`src/shared/intc_pkg.sv`:
```
package intc_pkg;

  localparam int NUM_BANKS = 3;
  localparam int BANK_INPUTS = 8;

  localparam logic [7:0] BANK_A_BASE = 8'h30;
  localparam logic [7:0] BANK_B_BASE = 8'h20;
  localparam logic [7:0] BANK_C_BASE = 8'ha0;
  localparam logic [7:0] OFS_CMD = 8'h00;
  localparam logic [7:0] OFS_DATA = 8'h01;
  localparam logic [7:0] OFS_COMPAT_RD = 8'h02;
  localparam logic [7:0] OFS_VECTOR = 8'h08;
  localparam logic [7:0] VECTOR_SPAN_MASK = 8'hf8;

  // First init word fields
  localparam int INIT1_SEL_BIT = 4;
  localparam int INIT1_LEVEL_BIT = 3;
  localparam int INIT1_SINGLE_BIT = 1;
  localparam int INIT1_NEED_W4_BIT = 0;
  // Operation word discriminator and fields, word 4 fields, poll valid bit
  localparam int OP_CMD3_BIT = 3;
  localparam int OP2_ROTATE_BIT = 7;
  localparam int OP2_SPECIFIC_BIT = 6;
  localparam int OP2_EOI_BIT = 5;
  localparam int OP3_SPMASK_ENABLE_BIT = 6;
  localparam int OP3_SPMASK_SELECT_BIT = 5;
  localparam int OP3_POLL_BIT = 2;
  localparam int OP3_READ_REG_BIT = 1;
  localparam int OP3_READ_SVC_BIT = 0;
  localparam int W4_AUTO_EOI_BIT = 1;
  localparam int W4_NESTED_BIT = 4;
  localparam int POLL_VALID_BIT = 7;

  localparam logic [2:0] COMPAT_LEVEL = 3'h2;
  localparam logic [2:0] LOWEST_AFTER_INIT = 3'h7;
  localparam logic [7:0] MASK_RESET = 8'h00;
  localparam logic [7:0] VECTOR_RESET = 8'h00;
  localparam logic [7:0] WORD_RESET = 8'h00;
  localparam logic [7:0] PINS_IDLE = 8'hff;

  typedef enum logic [2:0] {
    ST_UNINIT,
    ST_COMPAT,
    ST_CASCADE,
    ST_WORD4,
    ST_READY
  } init_state_e;

  function automatic logic [7:0] bank_base(input int b);
    if (b == 0)
      return BANK_A_BASE;
    else if (b == 1)
      return BANK_B_BASE;
    else
      return BANK_C_BASE;
  endfunction : bank_base

endpackage : intc_pkg

```
`src/rtl/intc_banks.sv`:
```
`timescale 1ns/100ps
`default_nettype none

module intc_banks
(
  input wire logic clk,
  input wire logic sys_rst,
  input wire logic [7:0] bus_addr,
  input wire logic bus_wr,
  input wire logic bus_rd,
  input wire logic [7:0] bus_wdata,
  output logic [7:0] bus_rdata,
  input wire logic [23:0] irq_n,
  input wire logic ack_req,
  output logic ack_valid,
  output logic [7:0] ack_vector,
  output logic int_out
);

  localparam int NB = intc_pkg::NUM_BANKS;
  localparam int NI = intc_pkg::BANK_INPUTS;

  // Highest-priority set bit given the current lowest-priority level
  function automatic logic [3:0] prio_pick(input logic [7:0] req, input logic [2:0] low);
    logic [2:0] lvl;
    logic [3:0] res;
    res = 4'h0;
    for (int k = 8; k >= 1; k--)
    begin
      lvl = low + 3'(k);
      if (req[lvl])
        res = {1'b1, lvl};
    end
    return res;
  endfunction : prio_pick

  // Zero is the highest priority
  function automatic logic [2:0] prio_rank(input logic [2:0] lvl, input logic [2:0] low);
    return 3'(lvl - low - 3'h1);
  endfunction : prio_rank

  // Pin synchroniser: three stages, accepted when stages two and three agree
  logic [23:0] sync1;
  logic [23:0] sync2;
  logic [23:0] sync3;
  logic [23:0] pins_filt;
  wire [23:0] agree = ~(sync2 ^ sync3);

  always_ff @(posedge clk)
  begin
    if (sys_rst)
    begin
      sync1 <= {3{intc_pkg::PINS_IDLE}};
      sync2 <= {3{intc_pkg::PINS_IDLE}};
      sync3 <= {3{intc_pkg::PINS_IDLE}};
      pins_filt <= {3{intc_pkg::PINS_IDLE}};
    end
    else
    begin
      sync1 <= irq_n;
      sync2 <= sync1;
      sync3 <= sync2;
      pins_filt <= (agree & sync2) | (~agree & pins_filt);
    end
  end

  logic [NB-1:0] want;
  logic [NB-1:0] grant;
  logic [NB-1:0] compat_flag;
  logic [NB-1:0] rd_hit;
  logic [7:0] rd_val [NB];
  logic [7:0] pick_vec [NB];

  // Shared compat level: any bank's flag holds it up
  wire compat_any = |compat_flag;

  // Acknowledge goes to the first bank with a serviceable request
  assign grant[0] = ack_req & want[0];
  assign grant[1] = ack_req & want[1] & ~want[0];
  assign grant[2] = ack_req & want[2] & ~want[1] & ~want[0];

  for (genvar b = 0; b < NB; b++)
  begin : bank
    localparam logic [7:0] BASE = intc_pkg::bank_base(b);
    localparam logic [7:0] ADDR_CMD = BASE | intc_pkg::OFS_CMD;
    localparam logic [7:0] ADDR_DATA = BASE | intc_pkg::OFS_DATA;
    localparam logic [7:0] ADDR_COMPAT = BASE | intc_pkg::OFS_COMPAT_RD;
    localparam logic [7:0] ADDR_VEC = BASE | intc_pkg::OFS_VECTOR;

    intc_pkg::init_state_e st;
    logic [7:0] mask;
    logic [7:0] pend;
    logic [7:0] svc;
    logic [7:0] prev_act;
    logic [7:0] vec [NI];
    logic [7:0] compat_word;
    logic [7:0] cascade_word;
    logic [2:0] lowest;
    logic level_mode;
    logic cascade;
    logic need_w4;
    logic auto_eoi;
    logic nested;
    logic rot_auto_eoi;
    logic spmask;
    logic read_svc;
    logic poll_armed;
    logic cflag;

    // Address decoding
    wire hit_cmd = bus_addr == ADDR_CMD;
    wire hit_data = bus_addr == ADDR_DATA;
    wire hit_compat = bus_addr == ADDR_COMPAT;
    wire hit_vec = (bus_addr & intc_pkg::VECTOR_SPAN_MASK) == ADDR_VEC;
    wire [2:0] vec_idx = bus_addr[2:0];
    wire ready = st == intc_pkg::ST_READY;

    wire w_init1 = bus_wr & hit_cmd & bus_wdata[intc_pkg::INIT1_SEL_BIT];
    // operation words any time once ready
    wire w_op2 = bus_wr & hit_cmd & ready & ~bus_wdata[intc_pkg::INIT1_SEL_BIT]
      & ~bus_wdata[intc_pkg::OP_CMD3_BIT];
    wire w_op3 = bus_wr & hit_cmd & ready & ~bus_wdata[intc_pkg::INIT1_SEL_BIT]
      & bus_wdata[intc_pkg::OP_CMD3_BIT];
    wire w_data = bus_wr & hit_data;
    wire w_vec = bus_wr & hit_vec;
    wire r_status = bus_rd & hit_cmd;
    wire r_compat = bus_rd & hit_compat;

    // pins inverted; in bank A only, compat request replaces the level 2 pin
    wire [7:0] pin_act = ~pins_filt[b*8 +: 8];
    wire [7:0] act;
    if (b == 0)
    begin : with_compat
      assign act = (pin_act & ~(8'h01 << intc_pkg::COMPAT_LEVEL))
        | ({7'h00, compat_any} << intc_pkg::COMPAT_LEVEL);
    end
    else
    begin : plain
      assign act = pin_act;
    end

    wire [7:0] rise = act & ~prev_act;

    // fully nested unless special mask mode drops the nesting test
    wire [7:0] cand = pend & ~mask & (spmask ? ~svc : 8'hff);
    wire [3:0] pick = prio_pick(cand, lowest);
    wire [3:0] top_svc = prio_pick(svc, lowest);
    wire beats = ~top_svc[3] | (prio_rank(pick[2:0], lowest) < prio_rank(top_svc[2:0], lowest));
    wire serve = ready & pick[3] & (spmask | beats);

    // status read after poll acts as acknowledge
    wire poll_take = r_status & poll_armed & serve;
    wire take = poll_take | grant[b];
    wire [7:0] take_bit = take ? (8'h01 << pick[2:0]) : 8'h00;

    // EOI level comes from the word or from top in-service bit
    wire op2_eoi = bus_wdata[intc_pkg::OP2_EOI_BIT];
    wire op2_spec = bus_wdata[intc_pkg::OP2_SPECIFIC_BIT];
    wire op2_rot = bus_wdata[intc_pkg::OP2_ROTATE_BIT];
    wire [2:0] op2_lvl = bus_wdata[2:0];
    wire eoi_do = w_op2 & op2_eoi & (op2_spec | top_svc[3]);
    wire [2:0] eoi_lvl = op2_spec ? op2_lvl : top_svc[2:0];
    wire [7:0] eoi_bit = eoi_do ? (8'h01 << eoi_lvl) : 8'h00;

    wire [7:0] next_svc = (svc & ~eoi_bit) | (auto_eoi ? 8'h00 : take_bit);
    // Set wins over acknowledge clear in edge mode
    wire [7:0] next_pend = level_mode ? act : ((pend & ~take_bit) | rise);
    wire [7:0] poll_code = serve ? {1'b1, 4'h0, pick[2:0]} : 8'h00;

    assign want[b] = serve;
    assign compat_flag[b] = cflag;
    assign pick_vec[b] = vec[pick[2:0]];
    assign rd_hit[b] = hit_cmd | hit_data | hit_compat | hit_vec;
    assign rd_val[b] = hit_cmd ? (poll_armed ? poll_code : (read_svc ? svc : pend))
      : hit_data ? mask
      : hit_compat ? compat_word
      : hit_vec ? vec[vec_idx]
      : 8'h00;

    // sequence of init words; restart via first word
    always_ff @(posedge clk)
    begin
      if (sys_rst)
        st <= intc_pkg::ST_UNINIT;
      else if (w_init1)
        st <= intc_pkg::ST_COMPAT;
      else if (w_data)
      begin
        case (st)
          intc_pkg::ST_COMPAT:
            st <= cascade ? intc_pkg::ST_CASCADE
              : (need_w4 ? intc_pkg::ST_WORD4 : intc_pkg::ST_READY);
          intc_pkg::ST_CASCADE:
            st <= need_w4 ? intc_pkg::ST_WORD4 : intc_pkg::ST_READY;
          intc_pkg::ST_WORD4:
            st <= intc_pkg::ST_READY;
          default:
            st <= st;
        endcase
      end
    end

    always_ff @(posedge clk)
    begin
      if (sys_rst)
      begin
        level_mode <= 1'b0;
        cascade <= 1'b0;
        need_w4 <= 1'b0;
      end
      else if (w_init1)
      begin
        level_mode <= bus_wdata[intc_pkg::INIT1_LEVEL_BIT];
        cascade <= ~bus_wdata[intc_pkg::INIT1_SINGLE_BIT];
        need_w4 <= bus_wdata[intc_pkg::INIT1_NEED_W4_BIT];
      end
    end

    // Data port: init words in sequence, mask word when ready
    always_ff @(posedge clk)
    begin
      if (sys_rst)
      begin
        mask <= intc_pkg::MASK_RESET;
        compat_word <= intc_pkg::WORD_RESET;
        cascade_word <= intc_pkg::WORD_RESET;
        auto_eoi <= 1'b0;
        nested <= 1'b0;
      end
      // mask cleared; no auto EOI without word 4
      else if (w_init1)
      begin
        mask <= 8'h00;
        auto_eoi <= 1'b0;
        nested <= 1'b0;
      end
      else if (w_data)
      begin
        if (st == intc_pkg::ST_COMPAT)
          compat_word <= bus_wdata;
        else if (st == intc_pkg::ST_CASCADE)
          cascade_word <= bus_wdata;
        // word 4 only in its slot
        else if (st == intc_pkg::ST_WORD4)
        begin
          auto_eoi <= bus_wdata[intc_pkg::W4_AUTO_EOI_BIT];
          nested <= bus_wdata[intc_pkg::W4_NESTED_BIT];
        end
        else if (ready)
          mask <= bus_wdata;
      end
    end

    // compat word write raises the shared request
    // read clears it; a same-cycle write still wins
    wire compat_set = w_data & (st == intc_pkg::ST_COMPAT);

    always_ff @(posedge clk)
    begin
      if (sys_rst)
        cflag <= 1'b0;
      else
        cflag <= compat_set | (cflag & ~r_compat);
    end

    always_ff @(posedge clk)
    begin
      if (sys_rst)
      begin
        spmask <= 1'b0;
        read_svc <= 1'b0;
        poll_armed <= 1'b0;
      end
      else if (w_init1)
      begin
        spmask <= 1'b0;
        read_svc <= 1'b0;
        poll_armed <= 1'b0;
      end
      else if (w_op3)
      begin
        // select bit counts only when enabled
        if (bus_wdata[intc_pkg::OP3_SPMASK_ENABLE_BIT])
          spmask <= bus_wdata[intc_pkg::OP3_SPMASK_SELECT_BIT];
        // Poll overrides a read-register request
        poll_armed <= bus_wdata[intc_pkg::OP3_POLL_BIT];
        if (~bus_wdata[intc_pkg::OP3_POLL_BIT] & bus_wdata[intc_pkg::OP3_READ_REG_BIT])
          read_svc <= bus_wdata[intc_pkg::OP3_READ_SVC_BIT];
      end
      // poll lasts one status read, selection persists
      else if (r_status)
        poll_armed <= 1'b0;
    end

    // Priority rotation and automatic-EOI rotation mode
    always_ff @(posedge clk)
    begin
      if (sys_rst)
      begin
        lowest <= intc_pkg::LOWEST_AFTER_INIT;
        rot_auto_eoi <= 1'b0;
      end
      // input seven lowest after first word
      else if (w_init1)
      begin
        lowest <= intc_pkg::LOWEST_AFTER_INIT;
        rot_auto_eoi <= 1'b0;
      end
      else if (w_op2)
      begin
        if (op2_rot & op2_eoi & eoi_do)
          lowest <= eoi_lvl;
        else if (op2_rot & op2_spec & ~op2_eoi)
          lowest <= op2_lvl;
        else if (~op2_spec & ~op2_eoi)
          rot_auto_eoi <= op2_rot;
      end
      else if (take & auto_eoi & rot_auto_eoi)
        lowest <= pick[2:0];
    end

    // Pending and in-service registers
    always_ff @(posedge clk)
    begin
      if (sys_rst)
      begin
        pend <= 8'h00;
        svc <= 8'h00;
        prev_act <= 8'hff;
      end
      // in edge mode an input must deassert then assert again
      else if (w_init1)
      begin
        pend <= 8'h00;
        prev_act <= 8'hff;
      end
      else
      begin
        pend <= next_pend;
        svc <= next_svc;
        prev_act <= act;
      end
    end

    always_ff @(posedge clk)
    begin
      if (sys_rst)
        vec <= '{default: intc_pkg::VECTOR_RESET};
      else if (w_vec)
        vec[vec_idx] <= bus_wdata;
    end
  end

  // Read data: held between reads, unmapped addresses return zero
  logic [7:0] rd_mux;
  always_comb
  begin
    rd_mux = 8'h00;
    for (int b = 0; b < NB; b++)
      if (rd_hit[b])
        rd_mux = rd_val[b];
  end

  wire [7:0] ack_mux = grant[0] ? pick_vec[0] : (grant[1] ? pick_vec[1] : pick_vec[2]);

  always_ff @(posedge clk)
  begin
    if (sys_rst)
    begin
      bus_rdata <= 8'h00;
      ack_valid <= 1'b0;
      ack_vector <= 8'h00;
      int_out <= 1'b0;
    end
    else
    begin
      if (bus_rd)
        bus_rdata <= rd_mux;
      ack_valid <= |grant;
      if (|grant)
        ack_vector <= ack_mux;
      int_out <= |want;
    end
  end

endmodule : intc_banks

`default_nettype wire

```
`config.mk`:
```
export PLATFORM = sky130hd
export DESIGN_NAME = intc_banks
export DESIGN_NICKNAME = d
export VERILOG_FILES = /design/src/shared/intc_pkg.sv /design/src/rtl/intc_banks.sv
export SDC_FILE = /design/constraint.sdc
export NUM_CORES = 1
export LEC_CHECK = 0
export BUFFER_PORTS_ARGS = -buffer_cell sky130_fd_sc_hd__buf_2
export CORE_UTILIZATION = 30
export CTS_CLUSTER_SIZE = 25
export DETAILED_ROUTE_END_ITERATION = 12
export HOLD_SLACK_MARGIN = 0.06
export REMOVE_ABC_BUFFERS = 1
export SLEW_MARGIN = 20
export SYNTH_ARGS = -nofsm -noshare
export SYNTH_HDL_FRONTEND = slang
export SYNTH_SLANG_ARGS = --single-unit
```
`constraint.sdc`:
```
create_clock -name clk -period 8.5 [get_ports clk]
set_input_delay 1.275 -clock clk [delete_from_list [all_inputs] [get_ports clk]]
set_output_delay 1.275 -clock clk [all_outputs]
set_load 0.005 [all_outputs]
```
# == Word level (Yosys, flattened, before mapping) ==
# Index checks and enable logic that the tools add are counted.
# word_totals
reg_bits,471
word_cells,650
inputBits,45
# op_classes
muxes,242
magnitude_cmp,32
n_eq_ne,27
shift,6
bitwise,178
n_addsub,33
n_reduce_logical,49
# ops
op,n
8-bit two-way mux,54
64-bit bitwise mux,3
4-bit two-way mux,48
1-bit binary-select mux with 3-bit select,48
8-bit binary-select mux with 3-bit select,6
8-bit inverter,18
8-bit AND,15
"3-bit by 4-bit < comparator with 1-bit output, second input constant",24
1-bit AND,74
1-bit two-way mux,60
3-bit two-way mux,19
24-bit AND,2
"8-bit by 6-bit equality test with 1-bit output, second input constant",6
24-bit inverter,2
8-bit OR,6
"1-bit by 3-bit << shifter with 8-bit output, first input constant",6
"3-bit adder, second input constant",12
1-bit inverter,30
2-bit AND reduction,15
3-bit case mux with 3 select lines,3
8-bit demux with 3-bit select,1
"8-bit equality test, second input constant",3
1-bit OR,24
24-bit OR,1
25 further kinds,87

# == Longest topological paths before layout ==
# depth
ltp_word,28
depth_mapped,30

# == Worst setup path before layout ==
# OpenSTA, ideal clock, no wires.
# synth_timing
path_kind,register -> register
from,reg bank[1].lowest[0]
to,reg ack_vector[1]
n_path_buf,5
stages_incl_launch_ff,28
synth_period_minus_slack_ns,6.212
arrival_time_ns,6.095
required_time_ns,8.383
slack_ns,2.288
cell_sequence,dfxtp_1 > buf_2 > inv_2 > clkbuf_1 > ha_1 > buf_2 > inv_2 > mux4_2 > mux2_4 > a211o_1 > a21oi_2 > o22a_4 > inv_2 > buf_4 > ha_1 > fa_1 > xnor2_1 > xnor2_1 > ha_1 > a21oi_1 > nor2_1 > a21o_1 > a41o_1 > clkbuf_1 > nor3_2 > o211ai_1 > and4_1 > a32o_1
# synth_via
elab_chain_cells,20
# synth_rtl
item,line_no,text
"start, declared",intc_banks.sv:98,logic [2:0] lowest;
"start signal, assigned",intc_banks.sv:300,lowest <= intc_pkg::LOWEST_AFTER_INIT;
"start signal, assigned",intc_banks.sv:306,lowest <= intc_pkg::LOWEST_AFTER_INIT;
"start signal, assigned",intc_banks.sv:312,lowest <= eoi_lvl;
3-bit adder / 1-bit binary-select mux with 3-bit select (equally long branches),"intc_banks.sv:30, intc_banks.sv:31",
1-bit binary-select mux with 3-bit select / 1-bit two-way mux (equally long branches),intc_banks.sv:31,if (req[lvl])
1-bit two-way mux (not written as such) / 4-bit two-way mux (equally long branches),intc_banks.sv:31,
4-bit two-way mux (7 in series),intc_banks.sv:31,
3-bit subtractor,intc_banks.sv:39,return 3'(lvl - low - 3'h1);
3-bit by 1-bit subtractor with 3-bit output,intc_banks.sv:39,
3-bit < comparator,intc_banks.sv:148,"wire beats = ~top_svc[3] | (prio_rank(pick[2:0], lowest) < prio_rank(top_svc[2:0], lowest));"
1-bit OR,intc_banks.sv:148,
1-bit OR,intc_banks.sv:149,wire serve = ready & pick[3] & (spmask | beats);
1-bit AND,intc_banks.sv:149,
1-bit AND / 1-bit inverter (equally long branches),"intc_banks.sv:79, intc_banks.sv:80",
"1-bit AND, on equally long branches","intc_banks.sv:79, intc_banks.sv:80",
8-bit two-way mux / 1-bit AND (equally long branches),"intc_banks.sv:364, intc_banks.sv:80",
8-bit two-way mux / 3-bit OR reduction (equally long branches),"intc_banks.sv:364, intc_banks.sv:380",
"end signal, assigned",intc_banks.sv:381,ack_vector <= ack_mux;
"end, declared",intc_banks.sv:16,"output logic [7:0] ack_vector,"
# Parallel ways exist; a longest one is shown, timed or not. The select of a mux whose other input is x is not followed.
# A chain may end at the register's enable or synchronous reset.

# == Final worst setup path ==
# layout_timing
from,reg bank[1].lowest[0]
to,reg ack_vector[0]
# The elaborated chain is that of the path after synthesis.

==> run summary <==
Switch share - 23.6%
Dpl cells - 4,372
Commonest non-fill, non-tap cell in the layout - nand2_1
Layout cells sized above 1 - 11.8%
Row count - 109
Hpwl dp - 62,900 um
Final instance area - 29,700 um^2
Seq cells post-synth - 467
Final worst setup slack - 1000 ps
Via density - 5.84
RSZ-0062 raised after global routing - no
Metal2 WL - 41,300 um
Met1 wire length - 40,900 um
Die area - 90,500 um^2
Synth Flop Type - dfxtp_1
Post-DRT Antenna Nets - 0
Pwr Density - 161 nW/um^2
WL/cell - 21.0 um
Hold WC Path Type - reg2reg
Worst Setup End Kind - flip-flop
Total Nets Final - 3,326
Cell variety after synth - 94
R2R Setup Slk - 1000 ps
Placer congestion estimate - 0.915
Final WL - 93,700 um
Critical Path RT - 9010 ps
Worst setup SP type - flip-flop
Post-cts resize count - 0
Final min period - 7500 ps
Area grow syn2layout - 10.8%
Syn Std Cell Area - 26,800 um^2
Highest Clock Rate - 0.133 GHz
Number of global-route vias before repair - 23,860
Reg power frac - 46.6%
Drt pass-1 iters - 6
I/O Buffers - 61
Setup crit end - ack_vector[0]
Syn_area_per_cell - 7.99 um^2
Cell taking the most area after synthesis - dfxtp_1
Setup TNS - 0 ps
Tcrit/Tclk final - 88.2%
P_sw - 1.12 mW
I/O pin cnt - 63
Gr ovfl total - 0
Sinks on Clock Net - 467
Synthesized instance count - 3,352
Routed length on met3 - 8090 um
Clock share of power - 48.9%
Initial core utilization - 30.3%
Seq/Total Area, Yosys - 34.9%
Hold Slack - 409 ps
Post-synth EDFFs - 0
Die extent in x - 301 um
CTS clock-pin slew for the worst setup and hold paths - 60 ps
Worst Path Arrival - 8010 ps
Top cells by area, synth - dfxtp_1 (35%), mux2i_1 (6.9%), nand2_1 (6.6%), a21oi_1 (6.6%), nand3_1 (4.2%)
Area fraction of the dominant cell type after synthesis - 34.9%
Worst reg2reg startpoint - bank[1].lowest[0]
Initial antenna violation count - 5
Clock Tree Buf Depth - 3
Setup violators final - 0
Final hold vios - 0
Combinational power share - 4.5%
Global-route wire length before repair - 144,000 um
Max-Cap Viols - 0
Hold-fix buffers, CTS - 0
Vias - 26,039
FF-to-FF path depth - 24
First-iteration detailed-routing DRC count - 3,054
Slew Viols, Final - 0
CTS Root Cell - clkbuf_16
Worst slew pin tran - 1020 ps
DP Area - 27,900 um^2
DIE HEIGHT - 301 um
Kind of critical path - reg2reg
Clk_skew - 32.8 ps
Clock Latency Late Sink - 610 ps
Pleak - 10.2 nW
Setup crit start - bank[1].lowest[0]
Synth Warn # - 0
CTS buffer count - 48
DRC Markers - 0
Slew headroom - 31.3%
Htree depth - 2
Commonest cells after routing, fill and taps aside - nand2_1 (474), dfxtp_1 (466), a21oi_1 (352)
CTS tree - yes
Non-filler cells, final - 4,462
Post-CTS Setup Repair Bufs - 0
Post-Place Worst Slack - 1160 ps
Peak supply drop - 133 uV
Total track usage - 20.0%
Asr flop ratio synth - 0%
Outcome - finished clean
Int Pwr - 3.64 mW
Largest net degree at the start of global routing - 93
Worst r2r dst - ack_vector[0]
Highest metal used - met5
Area of the core region - 88,400 um^2
Crit path max fanout - 19
-- cells in the mapped netlist (all sizes together), types with 39 or more instances --
library cell    n
inv            48
o21ai         129
mux2i         186
nand4          43
nor3           55
mux4           43
a22oi         121
or2            80
clkbuf        195
nor2          241
o211ai         56
nand3         227
buf            60
a21oi         355
dfxtp         467
nand2         474
mux2           39
-- worst min-delay path by stage --
stage / slack [ps] / to / cells past startpoint / from
6_report: 410 / sync2[20] / 1 / sync1[20]
5_1_grt: 420 / sync2[18] / 1 / sync1[18]
4_1_cts: 420 / sync2[20] / 1 / sync1[20]
3_5_place_dp: 390 / sync2[8] / 1 / sync1[8]
3_3_place_gp: 400 / bank[0].prev_act[3] / 1 / flip-flop
2_1_floorplan: 380 / bank[1].prev_act[0] / 1 / flip-flop
-- metrics by stage --
stage	util, %	power [mW]
2_1_floorplan	-	2.34
3_3_place_gp	31.6	2.48
3_5_place_dp	31.6	2.48
4_1_cts	33.6	4.79
5_1_grt	33.6	4.90
6_report	33.6	4.76
-- flip-flops by register name, indices dropped and copies added, names as in the netlist, 8 cells and up, named ones only --
register,flops
ack_vector,8
bank.compat_word,24
bank.lowest,9
bank.mask,24
bank.pend,24
bank.prev_act,24
bank.st,9
bank.svc,24
bank.vec,192
bus_rdata,8
sync1,23
sync2,23
sync3,23
-- power groups by stage --
stage | sequential [mW] | clock [mW] | combinational [mW]
CTS | 2.22 | 2.36 | 0.209
detailed placement | 2.27 | 0 | 0.208
floorplan | 2.27 | 0 | 0.0775
global route | 2.22 | 2.45 | 0.224
global placement | 2.27 | 0 | 0.208
finish | 2.22 | 2.33 | 0.213
-- metal layers --
layer	global-route usage, %	vias up
met5	0	-
met4	7.46	4
met3	3.17	211
met2	30.8	1162
met1	27.8	12546
li1	-	12116
-- final cells by class --
class | instances | area [um^2]
clock buffers | 67 | 1370
inverters | 52 | 195
diodes | 1 | 2.50
multi-input cells | 2578 | 16300
clock inverters | 22 | 355
well taps | 1165 | 1460
fillers | 9312 | 58700
flip-flops and latches | 467 | 9350
repair buffers | 110 | 683
-- logic make-up (layout without fill, tap and decap cells) --
group           count (synthesis)  count (layout)  share of synthesized area [%]
simple gates                 1307            1307                           23.0
other cells                     0               1                              0
flops                         467             467                           34.9
buf+inv                       307             251                           4.59
compound gates                954             954                           23.2
mux                           268             268                           12.2
fa+ha+maj                      24              24                           1.29
xor+xnor                       25              25                          0.817
-- worst max-delay path, stage by stage, from the launching register on --
cell      delay, ps
dfxtp_2         320
inv_2           340
ha_1            550
inv_2           300
mux4_2          640
mux2_4          310
a211o_1         370
a21oi_2         150
buf_4           260
o22a_4          330
inv_2           230
ha_1            260
fa_1            410
xnor2_1         150
xnor2_1         140
ha_1            310
a21oi_1          60
nor2_1           80
a21o_1          140
a41o_1          630
o211ai_1        370
and2_1          320
nor2_1          420
a221oi_1        190
o31ai_1         100
Power figures use the tool's default switching activity.
